[config.mk]
export PLATFORM = sky130hd
export DESIGN_NAME = aabs_exec
export DESIGN_NICKNAME = d
export VERILOG_FILES = /design/src/common/aabs_pkg.sv /design/src/common/aabs_mem_if.sv /design/src/design/aabs_file_mem.sv /design/src/design/aabs_exec.sv
export SDC_FILE = /design/constraint.sdc
export NUM_CORES = 1
export LEC_CHECK = 0
export BUFFER_PORTS_ARGS = -buffer_cell sky130_fd_sc_hd__buf_2
export CELL_PAD_IN_SITES_DETAIL_PLACEMENT = 0
export CELL_PAD_IN_SITES_GLOBAL_PLACEMENT = 1
export CORE_MARGIN = 2
export CORE_UTILIZATION = 40
export DETAILED_ROUTE_END_ITERATION = 12
export GPL_ROUTABILITY_DRIVEN = 0
export PLACE_DENSITY = 0.58
export SLEW_MARGIN = 20
export SYNTH_ARGS = -nofsm -noshare
export SYNTH_HDL_FRONTEND = slang
export SYNTH_HIERARCHICAL = 1
export SYNTH_SLANG_ARGS = --single-unit
[constraint.sdc]
create_clock -name CORE_CLK -period 18.35 [get_ports CORE_CLK]
set_input_delay 0 -clock CORE_CLK [delete_from_list [all_inputs] [get_ports CORE_CLK]]
set_output_delay 0 -clock CORE_CLK [all_outputs]
set_load 0.005 [all_outputs]
[src/common/aabs_pkg.sv]
// Constants, opcodes and register map of the accumulator execution datapath
package aabs_pkg;
	localparam int DATA_W = 8;
	localparam int FADDR_W = 7;
	localparam int BIDX_W = 3;
	localparam int NIBBLE_W = 4;
	localparam int WB_ADR_W = 4;
	localparam int WB_DAT_W = 32;
	// Bus register offsets (byte addresses)
	localparam logic [WB_ADR_W-1:0] OFS_ACC = 4'h0;
	localparam logic [WB_ADR_W-1:0] OFS_STATUS = 4'h4;
	localparam logic [WB_ADR_W-1:0] OFS_CTRL = 4'h8;
	localparam logic [WB_ADR_W-1:0] OFS_STATE = 4'hC;
	// Field positions
	localparam int FLAG_CARRY = 0;
	localparam int FLAG_NIBBLE = 1;
	localparam int FLAG_ZERO = 2;
	localparam int FLAG_W = 3;
	localparam int CTRL_PRESC = 0;
	localparam int STATE_BUSY = 0;
	localparam int STATE_DROP = 1;
	localparam int STATE_W = 2;
	// Reset values
	localparam logic [DATA_W-1:0] ACC_RST = 8'h00;
	localparam logic [FLAG_W-1:0] FLAGS_RST = 3'h0;
	localparam logic CTRL_PRESC_RST = 1'b0;
	// Default file addresses of the I/O port and the timer counter
	localparam logic [FADDR_W-1:0] PORT_ADDR_DEF = 7'h05;
	localparam logic [FADDR_W-1:0] TIMER_ADDR_DEF = 7'h01;
	typedef enum logic [2:0] {
		add_immediate_op,
		add_register_op,
		and_immediate_op,
		and_register_op,
		bit_clear_op,
		bit_set_op,
		skip_if_bit_zero_op,
		skip_if_bit_one_op
	} aabs_op_t;
	typedef enum logic {ST_READY, ST_EXEC} aabs_state_t;
endpackage

[src/common/aabs_mem_if.sv]
// Connection between the datapath and its file register memory
`timescale 1ns/1ps
`default_nettype none
interface aabs_mem_if #(parameter int AW = 7, parameter int DW = 8);
	logic ce;
	logic [AW-1:0] rd_addr;
	logic [DW-1:0] rd_data;
	logic wr_en;
	logic [AW-1:0] wr_addr;
	logic [DW-1:0] wr_data;
	modport ctrl(output ce, output rd_addr, output wr_en, output wr_addr, output wr_data,
		input rd_data);
	modport mem(input ce, input rd_addr, input wr_en, input wr_addr, input wr_data,
		output rd_data);
endinterface
`default_nettype wire

[src/design/aabs_file_mem.sv]
// File register memory with registered read data
`timescale 1ns/1ps
`default_nettype none
module aabs_file_mem #(parameter int AW = 7, parameter int DW = 8) (
	input wire logic clk,
	input wire logic rst_b,
	aabs_mem_if.mem bus
);
	logic [DW-1:0] store [2**AW];
	logic [DW-1:0] rd_reg;

	always_ff @(posedge clk) begin
		if (bus.ce && bus.wr_en) begin
			store[bus.wr_addr] <= bus.wr_data;
		end
	end

	always_ff @(posedge clk or negedge rst_b) begin
		if (!rst_b) begin
			rd_reg <= '0;
		end else if (bus.ce) begin
			rd_reg <= store[bus.rd_addr];
		end
	end

	assign bus.rd_data = rd_reg;
endmodule
`default_nettype wire

[src/design/aabs_exec.sv]
// Accumulator ALU, bit and skip execution datapath with Wishbone register access
//
// Behaviour
// RL1 - Add immediate: accumulator plus 8-bit literal into accumulator, update carry, nibble, zero.
// RL2 - Add register: accumulator plus addressed file register, update carry, nibble, zero.
// RL3 - Register ops: destination 0 writes accumulator, destination 1 writes file register.
// RL4 - AND immediate: accumulator AND literal into accumulator, only zero flag changes.
// RL5 - AND register: accumulator AND file register to destination, only zero flag changes.
// RL6 - Bit clear: selected bit of file register forced low, flags untouched.
// RL7 - Bit set: selected bit of file register forced high, flags untouched.
// RL8 - Skip if zero: bit low discards next instruction, replaced by idle cycle.
// RL9 - Skip if one: bit high discards next instruction, flags unchanged.
// RL10 - Port register read-modify-write uses pin levels, not the output latch.
// RL11 - Writing the timer counter clears prescaler when prescaler belongs to timer.
// RL12 - Carry from bit 7, nibble carry from bit 3, zero when result zero.
// RL13 - One instruction cycle each; a skip adds exactly one idle cycle.
`timescale 1ns/1ps
`default_nettype none
module aabs_exec import aabs_pkg::*; #(
	parameter logic [FADDR_W-1:0] PORT_ADDR = PORT_ADDR_DEF,
	parameter logic [FADDR_W-1:0] TIMER_ADDR = TIMER_ADDR_DEF
) (
	input wire logic CORE_CLK,
	input wire logic RST_B,
	input wire logic CORE_CE,
	input wire logic WB_CYC_I,
	input wire logic WB_STB_I,
	input wire logic WB_WE_I,
	input wire logic [WB_ADR_W-1:0] WB_ADR_I,
	input wire logic [3:0] WB_SEL_I,
	input wire logic [WB_DAT_W-1:0] WB_DAT_I,
	output logic [WB_DAT_W-1:0] WB_DAT_O,
	output logic WB_ACK_O,
	input wire logic INSTR_VALID,
	input wire logic [2:0] INSTR_OP,
	input wire logic [DATA_W-1:0] INSTR_LIT,
	input wire logic [FADDR_W-1:0] INSTR_FADDR,
	input wire logic [BIDX_W-1:0] INSTR_BIT,
	input wire logic INSTR_DEST,
	output logic INSTR_READY,
	output logic SKIP_IDLE,
	output logic PRESCALE_CLR,
	input wire logic [DATA_W-1:0] PORT_PINS,
	output logic [DATA_W-1:0] PORT_LATCH
);
	function automatic logic [DATA_W-1:0] bit_mask(input logic [BIDX_W-1:0] idx);
		bit_mask = DATA_W'(1) << idx;
	endfunction

	aabs_mem_if #(.AW(FADDR_W), .DW(DATA_W)) mem_bus ();
	aabs_file_mem #(.AW(FADDR_W), .DW(DATA_W)) u_mem (
		.clk(CORE_CLK),
		.rst_b(RST_B),
		.bus(mem_bus.mem)
	);

	aabs_state_t state_reg;
	aabs_op_t op_reg;
	logic [DATA_W-1:0] acc_reg, lit_reg, pins_meta_reg, pins_reg, result;
	logic [FADDR_W-1:0] fa_reg;
	logic [BIDX_W-1:0] bit_reg;
	logic [FLAG_W-1:0] flags_reg;
	logic dest_reg, drop_reg, skip_pend_reg, presc_own_reg;
	logic accept, live, wr_file, wr_acc, upd_all, upd_zero, skip_hit;
	logic [DATA_W-1:0] operand, b_val, mask;
	logic [DATA_W:0] sum9;
	logic [NIBBLE_W:0] nib;
	logic wb_req, wb_wr;

	assign accept = CORE_CE && INSTR_READY && INSTR_VALID;
	assign live = (state_reg == ST_EXEC) && !drop_reg;

	// Pins come from outside the clock domain
	always_ff @(posedge CORE_CLK or negedge RST_B) begin
		if (!RST_B) begin
			pins_meta_reg <= '0;
			pins_reg <= '0;
		end else if (CORE_CE) begin
			pins_meta_reg <= PORT_PINS;
			pins_reg <= pins_meta_reg;
		end
	end

	// RL10 pin levels as source
	assign operand = (fa_reg == PORT_ADDR) ? pins_reg : mem_bus.rd_data;
	assign b_val = (op_reg == add_immediate_op || op_reg == and_immediate_op) ? lit_reg : operand;
	assign mask = bit_mask(bit_reg);
	// RL12 carry and nibble carry
	assign sum9 = {1'b0, acc_reg} + {1'b0, b_val};
	assign nib = {1'b0, acc_reg[NIBBLE_W-1:0]} + {1'b0, b_val[NIBBLE_W-1:0]};

	always_comb begin
		result = operand;
		wr_file = 1'b0;
		wr_acc = 1'b0;
		upd_all = 1'b0;
		upd_zero = 1'b0;
		skip_hit = 1'b0;
		unique case (op_reg)
			// RL1 add immediate
			add_immediate_op: begin
				result = sum9[DATA_W-1:0];
				wr_acc = 1'b1;
				upd_all = 1'b1;
			end
			// RL2 add register, RL3 destination
			add_register_op: begin
				result = sum9[DATA_W-1:0];
				wr_acc = !dest_reg;
				wr_file = dest_reg;
				upd_all = 1'b1;
			end
			// RL4 AND immediate
			and_immediate_op: begin
				result = acc_reg & b_val;
				wr_acc = 1'b1;
				upd_zero = 1'b1;
			end
			// RL5 AND register, RL3 destination
			and_register_op: begin
				result = acc_reg & b_val;
				wr_acc = !dest_reg;
				wr_file = dest_reg;
				upd_zero = 1'b1;
			end
			// RL6 bit clear
			bit_clear_op: begin
				result = operand & ~mask;
				wr_file = 1'b1;
			end
			// RL7 bit set
			bit_set_op: begin
				result = operand | mask;
				wr_file = 1'b1;
			end
			// RL8 skip when bit low
			skip_if_bit_zero_op: skip_hit = (operand & mask) == '0;
			// RL9 skip when bit high
			skip_if_bit_one_op: skip_hit = (operand & mask) != '0;
		endcase
	end

	assign mem_bus.ce = CORE_CE;
	assign mem_bus.rd_addr = INSTR_FADDR;
	assign mem_bus.wr_en = live && wr_file;
	assign mem_bus.wr_addr = fa_reg;
	assign mem_bus.wr_data = result;

	// RL13 two clocks per instruction cycle
	always_ff @(posedge CORE_CLK or negedge RST_B) begin
		if (!RST_B) begin
			state_reg <= ST_READY;
			INSTR_READY <= 1'b0;
		end else if (CORE_CE) begin
			unique case (state_reg)
				ST_READY: begin
					INSTR_READY <= !accept;
					if (accept) begin
						state_reg <= ST_EXEC;
					end
				end
				ST_EXEC: begin
					state_reg <= ST_READY;
					INSTR_READY <= 1'b1;
				end
			endcase
		end
	end

	always_ff @(posedge CORE_CLK or negedge RST_B) begin
		if (!RST_B) begin
			op_reg <= add_immediate_op;
			lit_reg <= '0;
			fa_reg <= '0;
			bit_reg <= '0;
			dest_reg <= 1'b0;
		end else if (CORE_CE && accept) begin
			op_reg <= aabs_op_t'(INSTR_OP);
			lit_reg <= INSTR_LIT;
			fa_reg <= INSTR_FADDR;
			bit_reg <= INSTR_BIT;
			dest_reg <= INSTR_DEST;
		end
	end

	// RL8 RL9 discarded instruction becomes an idle cycle
	always_ff @(posedge CORE_CLK or negedge RST_B) begin
		if (!RST_B) begin
			skip_pend_reg <= 1'b0;
			drop_reg <= 1'b0;
			SKIP_IDLE <= 1'b0;
		end else if (CORE_CE) begin
			if (accept) begin
				drop_reg <= skip_pend_reg;
				SKIP_IDLE <= skip_pend_reg;
				skip_pend_reg <= 1'b0;
			end else if (state_reg == ST_EXEC) begin
				SKIP_IDLE <= 1'b0;
				if (live) begin
					skip_pend_reg <= skip_hit;
				end
			end
		end
	end

	// Bus writes lose to a same-cycle instruction update
	assign wb_req = WB_CYC_I && WB_STB_I && !WB_ACK_O;
	assign wb_wr = CORE_CE && wb_req && WB_WE_I && WB_SEL_I[0];

	always_ff @(posedge CORE_CLK or negedge RST_B) begin
		if (!RST_B) begin
			acc_reg <= ACC_RST;
		end else if (CORE_CE) begin
			if (live && wr_acc) begin
				acc_reg <= result;
			end else if (wb_wr && WB_ADR_I == OFS_ACC) begin
				acc_reg <= WB_DAT_I[DATA_W-1:0];
			end
		end
	end

	always_ff @(posedge CORE_CLK or negedge RST_B) begin
		if (!RST_B) begin
			flags_reg <= FLAGS_RST;
		end else if (CORE_CE) begin
			// RL12 flag update
			if (live && upd_all) begin
				flags_reg[FLAG_CARRY] <= sum9[DATA_W];
				flags_reg[FLAG_NIBBLE] <= nib[NIBBLE_W];
				flags_reg[FLAG_ZERO] <= result == '0;
			end else if (live && upd_zero) begin
				flags_reg[FLAG_ZERO] <= result == '0;
			end else if (wb_wr && WB_ADR_I == OFS_STATUS) begin
				flags_reg <= WB_DAT_I[FLAG_W-1:0];
			end
		end
	end

	// RL11 prescaler clear on timer write, port latch shadow
	always_ff @(posedge CORE_CLK or negedge RST_B) begin
		if (!RST_B) begin
			presc_own_reg <= CTRL_PRESC_RST;
			PRESCALE_CLR <= 1'b0;
			PORT_LATCH <= '0;
		end else if (CORE_CE) begin
			PRESCALE_CLR <= mem_bus.wr_en && fa_reg == TIMER_ADDR && presc_own_reg;
			if (mem_bus.wr_en && fa_reg == PORT_ADDR) begin
				PORT_LATCH <= result;
			end
			if (wb_wr && WB_ADR_I == OFS_CTRL) begin
				presc_own_reg <= WB_DAT_I[CTRL_PRESC];
			end
		end
	end

	// Single-cycle answer; unmapped offsets read zero
	always_ff @(posedge CORE_CLK or negedge RST_B) begin
		if (!RST_B) begin
			WB_ACK_O <= 1'b0;
			WB_DAT_O <= '0;
		end else if (CORE_CE) begin
			WB_ACK_O <= wb_req;
			WB_DAT_O <= '0;
			if (wb_req && !WB_WE_I) begin
				unique case (WB_ADR_I)
					OFS_ACC: WB_DAT_O <= WB_DAT_W'(acc_reg);
					OFS_STATUS: WB_DAT_O <= WB_DAT_W'(flags_reg);
					OFS_CTRL: WB_DAT_O <= WB_DAT_W'(presc_own_reg);
					OFS_STATE: WB_DAT_O <= WB_DAT_W'({skip_pend_reg, state_reg == ST_EXEC});
					default: WB_DAT_O <= '0;
				endcase
			end
		end
	end
endmodule
`default_nettype wire

## Yosys cells after proc, flatten, opt, wreduce, memory -nomap -nowiden

Memory sizes are Yosys's and may differ from the RTL's. A register that Yosys moved wholly into a read port is not among the register bits.
Index checks and enable logic that the tools add are counted.

- Word-level logic and storage cells: 120
- Memories: 1
- Memory bits (writable): 1024
- Bits in registers: 97

- Add/subtract/negate cells: 2
- Eq/ne operators: 13
- Mux-type cells: 26
- Shift operators: 1
- Reduce and logical (&&, ||, !) cells: 51
- Bitwise operators: 6

Memories:

| memory | words | bits a word | rd ports | clocked after Yosys merged registers in | write ports | line | text |
|---|---|---|---|---|---|---|---|
| u_mem.store | 128 | 8 | 1 | 1 | 1 | aabs_file_mem.sv:9 | `logic [DW-1:0] store [2**AW];` |

Operators by type and width:

| cell | count |
|---|---|
| 8-bit one-hot mux with 4 select lines | 2 |
| 32-bit two-way mux | 1 |
| 8-bit two-way mux | 4 |
| 8-bit bitwise AND | 3 |
| 1-bit logical AND | 21 |
| 8-bit logical NOT | 2 |
| 3-bit == test (second input constant) | 4 |
| 2-bit AND reduction | 6 |
| 1-bit two-way mux | 11 |
| 1-bit one-hot mux with 2 select lines | 5 |
| 2-bit OR reduction | 5 |
| 8-bit by 8-bit adder with 9-bit output | 1 |
| 4-bit == test (second input constant) | 2 |
| 8-bit NOT | 1 |
| 8-bit bitwise OR | 1 |
| 2-bit nonzero test | 4 |
| 8-bit nonzero test | 1 |
| 1-bit by 3-bit left shift with 8-bit output (first input constant) | 1 |
| 7-bit by 1-bit == test with 1-bit output (second input constant) | 1 |
| 7-bit by 3-bit == test with 1-bit output (second input constant) | 1 |
| 3-bit by 2-bit == test with 1-bit output (second input constant) | 2 |
| 1-bit logical NOT | 6 |
| 3-bit two-way mux | 2 |
| 3-bit AND reduction | 2 |
| 10 further kinds | 10 |

## Longest topological paths before layout

- Depth in word-level cells: 9
- Mapped depth: 15
- Gate-level depth less buffers: 14

## Hierarchy

Netlist, hierarchy kept.

By module, submodules not included:

| module | area an instance (µm²) | seq. area each (µm²) | instances | cells each |
|---|---|---|---|---|
| aabs_file_mem | 40482.6 | 30949.7 | 1 | 2038 |
| aabs_exec | 4425.5 | 1826.8 | 1 | 422 |

## Least setup slack after synthesis

Ideal clock, no wire load.

- Path type: register -> register
- Start point: register fa_reg[3]
- End point: memory u_mem.store[0][0], data pin
- Library setup time: 0.895 ns
- Period minus slack after synthesis: 6.505 ns
- Required time: 17.455 ns
- Cell stages (with the launch flop): 9
- Setup slack: 11.845 ns
- Buffers on the path: 0
- Arrival: 5.611 ns
- Cell sequence: dfrtp_1 nor4b_4 nand2_4 mux2_4 mux2_2 ha_1 nor2b_1 a211oi_1 a21oi_1

- Longest elaborated chain between the ends: 5

RTL lines:

| what | line | text |
|---|---|---|
| start, declared | aabs_exec.sv:60 | `logic [FADDR_W-1:0] fa_reg;` |
| start signal, assigned | aabs_exec.sv:174 | `fa_reg <= '0;` |
| start signal, assigned | aabs_exec.sv:180 | `fa_reg <= INSTR_FADDR;` |
| 7-bit by 3-bit == test with 1-bit output (*) | aabs_exec.sv:85 | `assign operand = (fa_reg == PORT_ADDR) ? pins_reg : mem_bus.rd_data;` |
| 8-bit two-way mux (*) | aabs_exec.sv:85 |  |
| 8-bit two-way mux | aabs_exec.sv:86 | `assign b_val = (op_reg == add_immediate_op \|\| op_reg == and_immediate_op) ? lit_reg : operand;` |
| 8-bit by 8-bit adder with 9-bit output or 8-bit bitwise AND (tied branches) | aabs_exec.sv:89, aabs_exec.sv:115, aabs_exec.sv:121 |  |
| 8-bit one-hot mux with 4 select lines (*) | aabs_exec.sv:99 | `unique case (op_reg)` |
| named net mem_bus.wr_data[0] | aabs_mem_if.sv:10 | `logic [DW-1:0] wr_data;` |
| end, declared | aabs_file_mem.sv:9 |  |

The timed path passes the listed nets; every way through them passes the cells marked *.

## Worst setup path in the final report

- Start point: register fa_reg[1]
- End point: memory u_mem.store[23][7], data pin

Same word-level chain as after synthesis.

==> flow_summary.json <==
{
  "ys_warn_count": 6,
  "gr-total-overflow": 0,
  "vias": 23800,
  "setup_viol": 0,
  "ff_latch_area_mm2": 0.0328,
  "cts_tree": "yes",
  "path_cells": "nor4b_4 > nand2_4 > mux2_4 > mux2_2 > ha_1 > a211oi_2 > nor2_1 > o221a_2 > o31ai_1 > a21o_4 > buf_4",
  "layout.nets": 2677,
  "final_antenna_net_count": 0,
  "core-area_mm2": 0.111,
  "setup-tns-final_ps": 0,
  "worst_path_max_delay_cell": "buf_4",
  "syn_area_per_cell_um2": 18.3,
  "power_mw": 6.54,
  "startpoint_type": "flip-flop",
  "ys_seq_area_share_pct": 73.0,
  "syn2layout_area_growth_pct": 13.2,
  "period_share_pct": 28.3,
  "start_util_pct": 40.5,
  "status": "finished, final reports clean",
  "synth_edf_count": 1024,
  "critPathRequiredTime_ps": 18740,
  "pre_cts_slack_ps": 13150,
  "ys_types": 86,
  "cp-end-kind": "flip-flop",
  "ys_seq_elements": 1105,
  "insertion_delay_ps": 720,
  "die_w_um": 339,
  "dr.pass1.iters": 7,
  "stdcell_area_mm2": 0.0508,
  "clock_path_buffers": 3,
  "wl_um": 115000,
  "io_pins": 121,
  "grt_use_total_pct": 19.9,
  "clk_pin_slew_ps": 60,
  "min_path_type": "in -> reg",
  "ys.flop_type": "edfxtp_1",
  "crit_family": "compound AO/OA/AOI/OAI gates",
  "clock.fmax_mhz": 192,
  "p_leak_nw": 16.6,
  "worst-path-buf-inv": 1,
  "max_stage_delay_ps": 700,
  "ir_drop_mv": 0.0806,
  "die_area_mm2": 0.115,
  "max_cap_viol_count": 0,
  "dp_hpwl_um": 71100,
  "numCtsBuffers": 114,
  "grt_pass1_wl_um": 168000,
  "port_buffers": 69,
  "critPathKind": "reg -> reg",
  "drt-wirelength-per-cell_um": 27.6,
  "regMostFlops": "u_mem/store",
  "nFillCells": 9575,
  "htreeDepth": 3,
  "multi_input_area_mm2": 0.0112,
  "numClockSinks": 1105,
  "grt_antenna_before_repair": 2,
  "drv_slew": 0,
  "slew_headroom_pct": 26.9,
  "die_h_um": 339,
  "hold_viol_final": 0,
  "async_reset_ff_share_pct": 7.33,
  "cp.arrival_ps": 5590,
  "largest_reg_flops": 1024,
  "drive_above_1_share_pct": 21.2,
  "placed_cell_area_mm2": 0.0466,
  "first_global_vias": 24100,
  "grt_max_degree": 101,
  "synth_area_mm2": 0.0449,
  "fin_ws_ps": 13150,
  "period_needed_ps": 5200,
  "path_max_fanout": 68,
  "cts_setup_buffers": 0,
  "drc": 0,
  "cts_root_buf": "clkbuf_16",
  "power_density_mw_per_mm2": 129,
  "placementRows": 122,
  "finalClockSkew_ps": 27.8,
  "drt_iter0_drc": 2059,
  "tightest_slew_ps": 1090,
  "synth_cells": 2460,
  "vias_per_cell": 5.69,
  "rsz0062_at_grt": "no"
}
[per-layer routing]
layer,vias to the layer above,track usage [%],share of wire (%)
li1,10300,-,-
met4,0,5.69,2.7
met2,656,32.3,49
met5,-,0,0
met3,168,2.83,4.7
met1,12700,28.0,44
[cell type report]
type	instances	share of cell area, %
flip-flops and latches	1105	64.5
multi-input cells	1197	22.0
clock buffers	128	5.76
well taps	1488	3.66
repair buffers	155	2.36
clock inverters	84	1.53
inverters	18	0.138
diodes	2	0.00985
[tightest hold or removal path, delay by kind of cell]
family	cells	cell delay, ps
buf+inv	2	440
compound gates	1	250
[final timing paths]
check / depth (start not counted) / from / endpoint / slack (ps)
setup / recovery: 11 / fa_reg[1] / u_mem/store[23][7] / 13150
hold / removal: 3 / CORE_CE / WB_ACK_O / 60
setup reg to reg: 11 / fa_reg[1] / u_mem/store[23][7] / 13150
hold reg to reg: 1 / WB_DAT_O[5] / WB_DAT_O[5] / 500
max in group asynchronous: 4 / RST_B / pins_reg[0] / 17350
min in group asynchronous: 4 / RST_B / acc_reg[3] / 320
[stage by stage]
stage	cells	hold slack [ps]	utilization (%)
floorplan	2483	-296	-
global placement	3913	-52.2	42.0
detailed placement	3913	-45.3	42.0
CTS	4174	16.7	45.8
global route	4175	39.4	45.8
finish	4177	58.8	45.8
[logic make-up (layout without fill, tap and decap cells)]
group | after synthesis | after routing | synth area share (%)
and+or+nand+nor | 405 | 405 | 4.42
adders and majority gates | 9 | 9 | 0.267
xor gates and xnor gates | 2 | 2 | 0.0390
muxes | 416 | 416 | 14.6
AOI/OAI and AO/OA | 341 | 341 | 5.31
buffers and inverters | 181 | 385 | 2.42
DFF | 1105 | 1105 | 73.0
other | 1 | 26 | 0.00835
[layout by cell type, fill, tap and decap left out, types with 8 or more instances in the layout]
master,count
edfxtp_1,1024
clkinv_1,33
a221oi_1,14
conb_1,24
nor4_1,8
o211ai_1,8
a2bb2oi_1,14
a31oi_1,13
inv_1,16
and2_1,8
clkbuf_16,115
buf_4,36
dfrtp_1,81
bufinv_16,11
nand3_1,21
ha_1,8
nor2b_1,19
buf_2,65
a211oi_1,24
a21oi_1,33
nor3b_1,13
mux2i_1,157
or3_1,8
dlygate4sd3_1,48
nor3_1,21
nor2_1,176
mux4_2,181
o22ai_1,90
clkbuf_1,13
o21ai_0,44
nand2b_1,13
clkinv_2,26
o221ai_1,24
mux2_2,75
nand2_1,68
[power by group]
| group | switching (mW) | internal, mW | leakage [nW] |
|---|---|---|---|
| combinational | 0.760 | 0.220 | 4.53 |
| clock | 0.973 | 1.30 | 1.80 |
| sequential | 0.0521 | 3.23 | 10.2 |
| total | 1.79 | 4.76 | 16.6 |
[cell usage after synthesis, types with 6 or more instances]
master	instances	area share, %
a21oi_1	34	0.38
nand3_1	22	0.25
o21ai_0	44	0.49
o211ai_1	8	0.13
nand3b_1	6	0.10
nor2b_1	19	0.26
buf_1	8	0.067
nor3_1	21	0.23
nand4_1	6	0.084
buf_6	16	0.40
nor2_1	176	1.5
nand2b_1	15	0.21
o21a_1	6	0.10
o32ai_1	6	0.12
nand2_1	70	0.59
a2bb2oi_1	14	0.27
clkbuf_1	62	0.52
a31oi_1	13	0.18
a221oi_1	14	0.27
ha_1	8	0.22
mux2_2	75	1.9
nor4_1	8	0.11
o221ai_1	24	0.47
edfxtp_1	1024	68
dfrtp_1	81	4.5
inv_1	17	0.14
a211oi_1	24	0.40
buf_2	25	0.28
nor3b_1	13	0.22
a21o_1	7	0.12
mux2i_1	157	3.5
o22ai_1	90	1.3
and2_1	8	0.11
mux4_2	181	9.1
or2_2	6	0.084
buf_4	44	0.74
a22o_1	6	0.12
or3_1	8	0.11
[timing repair]
action                                 4_1_cts  5_1_grt
resized for setup                            0        0
endpoints found under the hold margin      134        0
hold buffers                                49        0
setup endpoints to repair                    0        0
No activity file was read; power rests on OpenSTA's default activity.
